===== config.mk =====
export PLATFORM = sky130hd
export DESIGN_NAME = dual_smps_enable_sequencer
export DESIGN_NICKNAME = d
export VERILOG_FILES = /design/src/core/smps_seq_pkg.sv /design/src/core/dual_smps_enable_sequencer.sv
export SDC_FILE = /design/constraint.sdc
export NUM_CORES = 1
export LEC_CHECK = 0
export ABC_AREA = 1
export BUFFER_PORTS_ARGS = -buffer_cell sky130_fd_sc_hd__buf_2
export CORE_MARGIN = 3
export CORE_UTILIZATION = 45
export CTS_BUF_LIST = sky130_fd_sc_hd__clkbuf_4 sky130_fd_sc_hd__clkbuf_8
export DETAILED_ROUTE_END_ITERATION = 16
export HOLD_SLACK_MARGIN = 0.03
export PLACE_DENSITY = 0.73
export SLEW_MARGIN = 10
export SYNTH_ARGS = -nofsm -noshare
export SYNTH_HDL_FRONTEND = slang
export SYNTH_SLANG_ARGS = --single-unit

===== constraint.sdc =====
create_clock -name ref_clk_in -period 2.25 [get_ports ref_clk_in]
set_input_delay 0.1125 -clock ref_clk_in [delete_from_list [all_inputs] [get_ports ref_clk_in]]
set_output_delay 0.1125 -clock ref_clk_in [all_outputs]
set_load 0.02 [all_outputs]

===== src/core/smps_seq_pkg.sv =====
// Constants and types shared by the enable sequencer
package smps_seq_pkg;
  localparam int unsigned CLK_FREQ_HZ  = 125000000;
  localparam int unsigned SOFT_START_US = 1500;
  localparam int unsigned PG_DELAY_US   = 1250;
  localparam int unsigned DEAD_TIME_NS  = 21;
  localparam int unsigned SOFT_START_CYC = SOFT_START_US * (CLK_FREQ_HZ / 1000000);
  localparam int unsigned PG_DELAY_CYC   = PG_DELAY_US * (CLK_FREQ_HZ / 1000000);
  localparam int unsigned DEAD_TIME_CYC  = (DEAD_TIME_NS * (CLK_FREQ_HZ / 1000000) + 999) / 1000;
  localparam int unsigned CNT_W  = 20;
  localparam int unsigned REF_W  = 10;
  localparam logic [9:0] REF_FINAL = 10'h258;
  localparam logic [7:0] DEAD_W_CYC = 8'(DEAD_TIME_CYC);
  localparam logic [7:0] IRQ_RESET = 8'h00;
  localparam logic [7:0] MASK_RESET = 8'h00;
  localparam logic [11:0] ADDR_CTRL   = 12'h000;
  localparam logic [11:0] ADDR_STATUS = 12'h004;
  localparam logic [11:0] ADDR_IRQ    = 12'h008;
  localparam logic [11:0] ADDR_MASK   = 12'h00C;
  localparam logic [11:0] ADDR_REF    = 12'h010;
  localparam int unsigned IRQ_REG1 = 0;
  localparam int unsigned IRQ_REG2 = 1;
  localparam int unsigned IRQ_PG   = 2;
  localparam int unsigned IRQ_FAULT = 3;
  localparam int unsigned IRQ_SHUT = 4;
  typedef enum logic [1:0] {LVL_LOW, LVL_FLOAT, LVL_HIGH} enable_level_t;
  typedef enum logic [2:0] {CH_OFF, CH_WAIT, CH_RAMP, CH_DELAY, CH_GOOD} ch_state_t;
endpackage


===== src/core/dual_smps_enable_sequencer.sv =====
// Enable decoding, soft-start, power-good and dead-time logic of a dual switcher
// Notes on behaviour
// Everything stays off until input supply is above its power-on-reset level.
// Gate-drive supply below 4.2V shuts both switchers down.
// A rising channel enable starts the soft-start delay and output ramp.
// Reference ramps from zero to 0.6V over about 1.5ms.
// Power good released 1.25ms after reference reaches 0.6V, if no fault.
// Any fault turns on the power-good pull-down.
// Gate-drive regulator stays off until some enable is high.
// No soft-start before gate-drive supply is above 4.2V.
// Low with low or floating, or both floating, keeps both switchers off.
// First floating, second high: second starts, first follows its regulation.
// First high, second floating: first starts, second follows its regulation.
// Both high start together; high with low runs only the high one.
// Internal supply switches to gate-drive supply above 4.2V.
// A gate drive turns on only after the opposite has fallen, plus dead time.
// High enables at once, floating defers to the other, low disables.
// Each enable decodes to low, float or high and is held stable.
`timescale 1ns/1ps
`default_nettype none
module dual_smps_enable_sequencer (
  input  wire logic        ref_clk_in,
  input  wire logic        rst_n_in,
  input  wire logic        input_supply_por_in,
  input  wire logic        gate_drive_supply_ok_in,
  input  wire logic        channel_one_enable_hi_in,
  input  wire logic        channel_one_enable_lo_in,
  input  wire logic        channel_two_enable_hi_in,
  input  wire logic        channel_two_enable_lo_in,
  input  wire logic        linear_reg_enable_in,
  input  wire logic [1:0]  fault_in,
  input  wire logic [1:0]  pwm_in,
  input  wire logic [1:0]  high_side_sense_in,
  input  wire logic [1:0]  low_side_sense_in,
  input  wire logic        psel_in,
  input  wire logic        penable_in,
  input  wire logic        pwrite_in,
  input  wire logic [11:0] paddr_in,
  input  wire logic [31:0] pwdata_in,
  output logic [31:0]      prdata_out,
  output logic             pready_out,
  output logic             pslverr_out,
  output logic             irq_out,
  output logic             gate_drive_reg_on_out,
  output logic             supply_switchover_out,
  output logic [1:0]       switcher_on_out,
  output logic [9:0]       feedback_ref_one_out,
  output logic [9:0]       feedback_ref_two_out,
  output logic             power_good_out,
  output logic             power_good_oe_n_out,
  output logic [1:0]       high_side_drive_out,
  output logic [1:0]       low_side_drive_out
);
  import smps_seq_pkg::*;

  // Synchronise the fifteen supply, enable, fault, modulator and sense inputs through two flops
  localparam int unsigned NSYNC = 15;
  logic [NSYNC-1:0] raw_in;
  logic [NSYNC-1:0] s1_q;
  logic [NSYNC-1:0] s2_q;
  assign raw_in = {low_side_sense_in, high_side_sense_in, pwm_in, fault_in,
                   linear_reg_enable_in, channel_two_enable_lo_in, channel_two_enable_hi_in,
                   channel_one_enable_lo_in, channel_one_enable_hi_in,
                   gate_drive_supply_ok_in, input_supply_por_in};
  always_ff @(posedge ref_clk_in) begin
    s1_q <= rst_n_in ? raw_in : '0;
    s2_q <= rst_n_in ? s1_q : '0;
  end
  wire       vin_ok  = s2_q[0];
  wire       gate_drive_supply_ok = s2_q[1];
  wire       ldo_en  = s2_q[6];
  wire [1:0] flt     = s2_q[8:7];
  wire [1:0] pwm     = s2_q[10:9];
  wire [1:0] hs_fb   = s2_q[12:11];
  wire [1:0] ls_fb   = s2_q[14:13];

  // Per-channel three-level decode, held two cycles before use
  enable_level_t lvl_raw [2];
  enable_level_t lvl_q   [2];
  enable_level_t lvl_p_q [2];
  enable_level_t lvl     [2];
  logic [1:0] en_hi;
  logic [1:0] en_fl;
  logic [1:0] ch_good;
  logic [1:0] go;
  logic [1:0] fault_q;
  logic       ctrl_sw_q;
  wire        run_ok = vin_ok & gate_drive_supply_ok & ctrl_sw_q;

  genvar gi;
  generate
    for (gi = 0; gi < 2; gi++) begin : g_dec
      wire hi = s2_q[2 + 2*gi];
      wire lo = s2_q[3 + 2*gi];
      assign lvl_raw[gi] = hi ? LVL_HIGH : (lo ? LVL_LOW : LVL_FLOAT);
      always_ff @(posedge ref_clk_in) begin
        if (!rst_n_in) begin
          lvl_q[gi]   <= LVL_LOW;
          lvl_p_q[gi] <= LVL_LOW;
          lvl[gi]     <= LVL_LOW;
        end else begin
          lvl_q[gi] <= lvl_raw[gi];
          lvl_p_q[gi] <= lvl_q[gi];
          if (lvl_q[gi] == lvl_p_q[gi]) lvl[gi] <= lvl_p_q[gi];
        end
      end
      assign en_hi[gi] = (lvl[gi] == LVL_HIGH);
      assign en_fl[gi] = (lvl[gi] == LVL_FLOAT);
    end
  endgenerate

  // Truth-table start decisions; float waits on the other channel's regulation
  assign go[0] = en_hi[0] | (en_fl[0] & en_hi[1] & ch_good[1]);
  assign go[1] = en_hi[1] | (en_fl[1] & en_hi[0] & ch_good[0]);

  assign gate_drive_reg_on_out = vin_ok & (en_hi[0] | en_hi[1] | ldo_en);
  assign supply_switchover_out = vin_ok & gate_drive_supply_ok;

  ch_state_t        st_q  [2];
  logic [CNT_W-1:0] cnt_q [2];
  logic [REF_W-1:0] ref_q [2];
  logic [1:0]       ch_on;
  logic [1:0]       ramp_done_ev;
  logic [1:0]       dead_hs_ok;
  logic [1:0]       dead_ls_ok;
  logic [7:0]       irq_set;

  generate
    for (gi = 0; gi < 2; gi++) begin : g_ch
      // Reference steps once per cycle chunk so it reaches final value at ramp end
      localparam logic [CNT_W-1:0] STEP = CNT_W'(SOFT_START_CYC / REF_FINAL);
      wire ramp_tick = (cnt_q[gi] == STEP - 1'b1);
      always_ff @(posedge ref_clk_in) begin
        if (!rst_n_in) begin
          st_q[gi] <= CH_OFF;
          cnt_q[gi] <= '0;
          ref_q[gi] <= '0;
          fault_q[gi] <= 1'b0;
        end else if (!run_ok || !go[gi]) begin
          st_q[gi] <= CH_OFF;
          cnt_q[gi] <= '0;
          ref_q[gi] <= '0;
          if (!run_ok || lvl[gi] == LVL_LOW) fault_q[gi] <= 1'b0;
        end else begin
          if (flt[gi]) fault_q[gi] <= 1'b1;
          case (st_q[gi])
            CH_OFF: begin
              st_q[gi] <= fault_q[gi] ? CH_OFF : CH_RAMP;
              cnt_q[gi] <= '0;
            end
            CH_RAMP: begin
              cnt_q[gi] <= ramp_tick ? '0 : cnt_q[gi] + 1'b1;
              if (ramp_tick) ref_q[gi] <= ref_q[gi] + 1'b1;
              if (ramp_tick && ref_q[gi] == REF_FINAL - 1'b1) st_q[gi] <= CH_DELAY;
            end
            CH_DELAY: begin
              cnt_q[gi] <= cnt_q[gi] + 1'b1;
              if (cnt_q[gi] == CNT_W'(PG_DELAY_CYC - 1)) st_q[gi] <= CH_GOOD;
            end
            CH_GOOD: cnt_q[gi] <= '0;
            default: st_q[gi] <= CH_OFF;
          endcase
        end
      end
      assign ch_on[gi]   = (st_q[gi] != CH_OFF) & ~fault_q[gi];
      assign ch_good[gi] = (st_q[gi] == CH_GOOD) & ~fault_q[gi];
      assign ramp_done_ev[gi] = (st_q[gi] == CH_RAMP) & ramp_tick & (ref_q[gi] == REF_FINAL - 1'b1);

      // Adaptive dead time: wait for opposite drive sensed low plus fixed cycles
      logic [7:0] dly_hs_q;
      logic [7:0] dly_ls_q;
      always_ff @(posedge ref_clk_in) begin
        if (!rst_n_in) begin
          dly_hs_q <= '0;
          dly_ls_q <= '0;
          high_side_drive_out[gi] <= 1'b0;
          low_side_drive_out[gi] <= 1'b0;
        end else begin
          dly_hs_q <= (ls_fb[gi] || low_side_drive_out[gi]) ? '0 :
                      (dly_hs_q == DEAD_W_CYC ? dly_hs_q : dly_hs_q + 1'b1);
          dly_ls_q <= (hs_fb[gi] || high_side_drive_out[gi]) ? '0 :
                      (dly_ls_q == DEAD_W_CYC ? dly_ls_q : dly_ls_q + 1'b1);
          high_side_drive_out[gi] <= ch_on[gi] & pwm[gi] & dead_hs_ok[gi];
          low_side_drive_out[gi]  <= ch_on[gi] & ~pwm[gi] & dead_ls_ok[gi];
        end
      end
      // Gap must also cover the cycle in which the opposite drive is dropped
      assign dead_hs_ok[gi] = (dly_hs_q == DEAD_W_CYC) & ~low_side_drive_out[gi] &
                              ~ls_fb[gi];
      assign dead_ls_ok[gi] = (dly_ls_q == DEAD_W_CYC) & ~high_side_drive_out[gi] &
                              ~hs_fb[gi];
    end
  endgenerate

  assign switcher_on_out = ch_on;
  always_ff @(posedge ref_clk_in) begin
    if (!rst_n_in) begin
      feedback_ref_one_out <= '0;
      feedback_ref_two_out <= '0;
    end else begin
      feedback_ref_one_out <= ref_q[0];
      feedback_ref_two_out <= ref_q[1];
    end
  end

  // Power good: pull-down active unless some channel runs, every running one is good and no fault is latched
  wire any_fault = |fault_q;
  wire pg_ok = vin_ok & ~any_fault & (ch_on != 2'b00) &
               ((ch_good & ch_on) == ch_on);
  logic pg_q;
  always_ff @(posedge ref_clk_in) begin
    if (!rst_n_in) pg_q <= 1'b0;
    else           pg_q <= pg_ok;
  end
  assign power_good_out      = 1'b0;
  assign power_good_oe_n_out = pg_q;

  // Register bus and interrupts
  logic [7:0] irq_q;
  logic [7:0] mask_q;
  logic       pg_prev_q;
  logic       run_prev_q;
  logic [1:0] fault_prev_q;
  wire        acc    = psel_in & penable_in;
  wire        wr     = acc & pwrite_in;
  wire        rd_irq = acc & ~pwrite_in & (paddr_in == ADDR_IRQ);
  wire        hit    = (paddr_in == ADDR_CTRL) | (paddr_in == ADDR_STATUS) |
                       (paddr_in == ADDR_IRQ) | (paddr_in == ADDR_MASK) |
                       (paddr_in == ADDR_REF);
  assign irq_set = {3'b000, run_prev_q & ~run_ok, |(fault_q & ~fault_prev_q), pg_q & ~pg_prev_q,
                    ramp_done_ev[1], ramp_done_ev[0]};
  always_ff @(posedge ref_clk_in) begin
    if (!rst_n_in) begin
      irq_q <= IRQ_RESET;
      mask_q <= MASK_RESET;
      ctrl_sw_q <= 1'b1;
      pg_prev_q <= 1'b0;
      run_prev_q <= 1'b0;
      fault_prev_q <= 2'b00;
    end else begin
      pg_prev_q <= pg_q;
      run_prev_q <= run_ok;
      fault_prev_q <= fault_q;
      // A read clears only the bits it reported, so a later event survives
      irq_q <= (rd_irq ? (irq_q & ~prdata_out[7:0]) : irq_q) | irq_set;
      if (wr && paddr_in == ADDR_MASK) mask_q <= pwdata_in[7:0];
      if (wr && paddr_in == ADDR_CTRL) ctrl_sw_q <= pwdata_in[0];
    end
  end
  assign irq_out = |(irq_q & mask_q);

  wire [31:0] rd_mux =
    (paddr_in == ADDR_CTRL)   ? {31'h0, ctrl_sw_q} :
    (paddr_in == ADDR_STATUS) ? {20'h0, 3'(st_q[1]), 3'(st_q[0]), fault_q, pg_q, run_ok,
                                 gate_drive_reg_on_out, supply_switchover_out} :
    (paddr_in == ADDR_IRQ)    ? {24'h0, irq_q} :
    (paddr_in == ADDR_MASK)   ? {24'h0, mask_q} :
    (paddr_in == ADDR_REF)    ? {6'h0, ref_q[1], 6'h0, ref_q[0]} : 32'h0;
  always_ff @(posedge ref_clk_in) begin
    if (!rst_n_in) prdata_out <= '0;
    else if (psel_in && !penable_in && !pwrite_in) prdata_out <= rd_mux;
  end
  assign pready_out  = 1'b1;
  assign pslverr_out = acc & ~hit;

  // Soft-start on channel one ends only if the channel was already ramping two cycles before
  property ramp_len_p;
    @(posedge ref_clk_in) disable iff (!rst_n_in)
      $rose(ramp_done_ev[0]) |-> $past(st_q[0] == CH_RAMP, 2);
  endproperty
  ramp_reaches_final_a: assert property (ramp_len_p)
    else $error("ramp ended early");
  pg_fault_low_a: assert property (@(posedge ref_clk_in) disable iff (!rst_n_in)
      any_fault |=> !power_good_oe_n_out)
    else $error("power good released under fault");
  shut_on_gate_drive_supply_a: assert property (@(posedge ref_clk_in) disable iff (!rst_n_in)
      !gate_drive_supply_ok |=> switcher_on_out == 2'b00)
    else $error("switcher on without gate supply");
  off_no_vin_a: assert property (@(posedge ref_clk_in) disable iff (!rst_n_in)
      !vin_ok |-> !gate_drive_reg_on_out ##1 (switcher_on_out == 2'b00))
    else $error("active without input supply");
  no_overlap_a: assert property (@(posedge ref_clk_in) disable iff (!rst_n_in)
      !(high_side_drive_out[0] && low_side_drive_out[0]))
    else $error("shoot-through on channel one");
  float_waits_a: assert property (@(posedge ref_clk_in) disable iff (!rst_n_in)
      (en_fl[0] && !ch_good[1]) |=> !switcher_on_out[0])
    else $error("float channel started early");
  float_two_waits_a: assert property (@(posedge ref_clk_in) disable iff (!rst_n_in)
      (en_fl[1] && !ch_good[0]) |=> !switcher_on_out[1])
    else $error("float channel two started early");
  gate_reg_hold_a: assert property (@(posedge ref_clk_in) disable iff (!rst_n_in)
      (!en_hi[0] && !en_hi[1] && !ldo_en) |-> !gate_drive_reg_on_out)
    else $error("gate regulator on without enable");
  no_overlap_two_a: assert property (@(posedge ref_clk_in) disable iff (!rst_n_in)
      !(high_side_drive_out[1] && low_side_drive_out[1]))
    else $error("shoot-through on channel two");
  // Each drive of channel one turns on only after the opposite one has been off a full gap
  high_dead_gap_a: assert property (@(posedge ref_clk_in) disable iff (!rst_n_in)
      $rose(high_side_drive_out[0]) |-> !low_side_drive_out[0] &&
      $past(!low_side_drive_out[0], 1) && $past(!low_side_drive_out[0], 2) &&
      $past(!low_side_drive_out[0], 3))
    else $error("high drive on inside dead time");
  low_dead_gap_a: assert property (@(posedge ref_clk_in) disable iff (!rst_n_in)
      $rose(low_side_drive_out[0]) |-> !high_side_drive_out[0] &&
      $past(!high_side_drive_out[0], 1) && $past(!high_side_drive_out[0], 2) &&
      $past(!high_side_drive_out[0], 3))
    else $error("low drive on inside dead time");
endmodule // dual_smps_enable_sequencer
`default_nettype wire


==> results.ini <==
[critical_path]
critPathKind=in2out
cpMostUsedCell=buf_2
regToRegSetupSlack_ps=250
critPathSlowestCell=dlygate4sd3_1
end_kind=output port
required_ps=2140
critical-path-max-stage-delay_ps=530
path_delay_family=buffers and inverters
crit_path_max_fanout=14
crit_buf_inv=4
arrival_ps=1940
startpoint_type=primary input
crit_chain=dlygate4sd3_1 > buf_2 > nor2_1 > nand2_1 > nor2_4 > buf_4 > o21ai_0 > nand3_1 > nor3_1 > buf_2

[global_routing]
grt_first_pass_wirelength_mm=37.3
antenna_found_initial=0
grt_use_met1_pct=24.4
grt_max_degree=80
grt_usage_pct=18.7
grt_use_met2_pct=31.1
grt_busiest_layer=met2
grt_pass1_vias=8101
gr-usage-met3_pct=3.72
gr-total-overflow=0

[route]
first_pass_iters=6
route.detailed.drc=0
via_per_inst=4.85
drt_iter0_drc=546
wire_per_inst_um=13.2
drtAntennaViolNets=0
routed_wl_mm=22.3
vias=8164

[power_and_ir_drop]
power_density_nw_per_um2=689
peakVddDrop_mv=0.389
total_power_mw=8.02
cellLeakagePower_nw=5.31

[cts]
cts_tree=done
clk_latency_ps=540
cts_root_buf=clkbuf_8
numCtsBuffers=36
htreeDepth=2
clock_path_buffers=3
clock-sinks=210
clk_pin_slew_worst_paths_ps=60

[logic_synthesis]
ys.flop_type=dfxtp_1
synth_cell_types=47
ys_seq_area_share_pct=50.0
netlist_instances=1232
syn-cell-area_um2=9800
ys_seq_elements=210
async_flop_share_pct=0
synth_edf_count=70
synth_warnings=0
synth_area_per_cell_um2=7.96

[outcome]
status=finished, final reports clean

[sta]
skew_ps=30.6
finalMaxSlewViolations=0
rsz0062_at_grt=false
max-slew-margin-rel_pct=55.7
tns_ps=0
min_period_ps=2050
hold_viol=0
max_clock_freq_ghz=0.488
tightest_slew_ps=659
finalSetupViolations=0
period_share_pct=91.1

[job]
drv_cap=0

[die]
ioPinCount=129
die-area_um2=23600
initial_core_util_pct=46.2
num_rows=53
chipHeight_um=154
fp.dieW_um=154
coreArea_um2=21200

[place]
placed_cell_area_um2=10600
gp_congestion=0.892
dp_hpwl_mm=15.8
port_buffers=92

[final_layout]
stdcell_area_um2=11600
area_growth_pct=18.7
num_antenna_cells=0
finalNetCount=1456
drive_gt1_share_pct=15.6

[worst_hold_path]
hp-class=in2reg

-- state kept, by name, summed over array words and instances (netlist names), 2 cells and up --
name,count
cnt_q,40
prdata_out,22
ref_q,20
g_ch.dly_hs_q,16
g_ch.dly_ls_q,16
s1_q,15
s2_q,15
feedback_ref_one_out,10
feedback_ref_two_out,10
irq_q,8
mask_q,8
st_q,6
lvl,4
lvl_p_q,4
lvl_q,4
fault_prev_q,2
fault_q,2
high_side_drive_out,2
low_side_drive_out,2
-- logic make-up after synthesis --
| group | count (synthesis) | synth area share (%) |
|---|---|---|
| compound gates | 107 | 5.93 |
| xor+xnor | 50 | 4.47 |
| fa+ha+maj | 10 | 1.28 |
| buf+inv | 245 | 10.1 |
| flops | 210 | 50.0 |
| other cells | 2 | 0.0766 |
| simple gates | 608 | 28.1 |
-- cells in the final DEF (no fill, tap or decap), types with 3 or more instances in the layout --
cell type and instances:
nand3_1 93, nand2_2 4, nor3_2 5, dlygate4sd3_1 30, nor3_1 33, o22ai_1 3, nor4_1 12, xnor2_1 12
nor2_2 18, clkbuf_4 14, a21oi_1 65, ha_1 10, edfxtp_1 70, nor3b_1 4, nor2_1 129, buf_2 92
dfxtp_1 140, xor2_1 38, clkbuf_8 44, conb_1 12, inv_1 201, inv_2 6, buf_4 17, nor2_4 4
o21ai_0 25, inv_6 3, nand2_1 262, nand4_1 32
-- worst min-delay path, stage by stage --
cell and delay (ps):
buf_2 150, nand3_1 160, nand4_1 110, nand2_1 70
-- area by class of cell --
type | instances | area [µm²]
clock buffers | 58 | 711
repair buffers | 140 | 908
clock inverters | 7 | 43.8
inverters | 207 | 777
fillers | 1936 | 9590
well taps | 275 | 344
multi-input cells | 787 | 3950
flip-flops and latches | 210 | 4900
-- through the flow --
stage	utilization (%)	cells	hold slack, ps	setup WS (ps)
final	54.8	1684	93.6	201
after global routing	54.8	1684	118	84.7
after CTS	54.8	1684	56.6	161
after detailed placement	49.8	1589	296	156
after global placement	49.8	1589	297	248
after floorplan	-	1242	210	201
-- power breakdown --
group / internal [mW] / total (mW) / switching (mW)
Sequential: 3.99 / 4.07 / 0.0716
Combinational: 0.170 / 0.420 / 0.250
Clock: 2.01 / 3.53 / 1.52
-- metal layers --
| metal | vias to the layer above | share of wire [%] |
|---|---|---|
| met4 | 0 | 2.5 |
| met1 | 3717 | 45 |
| li1 | 4224 | - |
| met2 | 182 | 47 |
| met3 | 41 | 5.8 |
| met5 | - | 0 |
-- cell usage after synthesis (3+ instances only) --
cell	count	area share (%)
nor4_1	12	0.77
nor2_1	129	4.9
dfxtp_1	140	29
nor3_1	33	1.7
nor2_4	3	0.34
a21oi_1	65	3.3
inv_1	201	7.7
xor2_1	38	3.4
nand2_2	4	0.26
buf_2	6	0.31
nor3_2	5	0.51
nor2_2	19	1.2
inv_2	6	0.23
nand2_1	262	10
edfxtp_1	70	21
clkbuf_1	13	0.50
nand4_1	32	2.0
o21ai_0	25	1.3
ha_1	10	1.3
buf_4	16	1.2
nand3_1	93	4.7
xnor2_1	12	1.1
nor3b_1	4	0.31
o22ai_1	3	0.19
-- repair_timing --
| action | CTS | global route |
|---|---|---|
| gates resized for setup | 0 | 1 |
| endpoints found under the setup margin | 0 | 8 |
| setup buffers | 0 | 0 |
| endpoints found under the hold margin | 31 | 0 |
| hold buffers | 30 | 0 |
-- worst paths after layout --
| path | start | to | cells past startpoint |
|---|---|---|---|
| hold reg to reg | s2_q[3] | lvl_q[0][0] | 1 |
| setup reg to reg | cnt_q[1][0] | ref_q[1][6] | 6 |
| setup / recovery | paddr_in[6] | pslverr_out | 10 |
| hold / removal | paddr_in[3] | prdata_out[8] | 4 |
(Power assumes the default switching activity.)
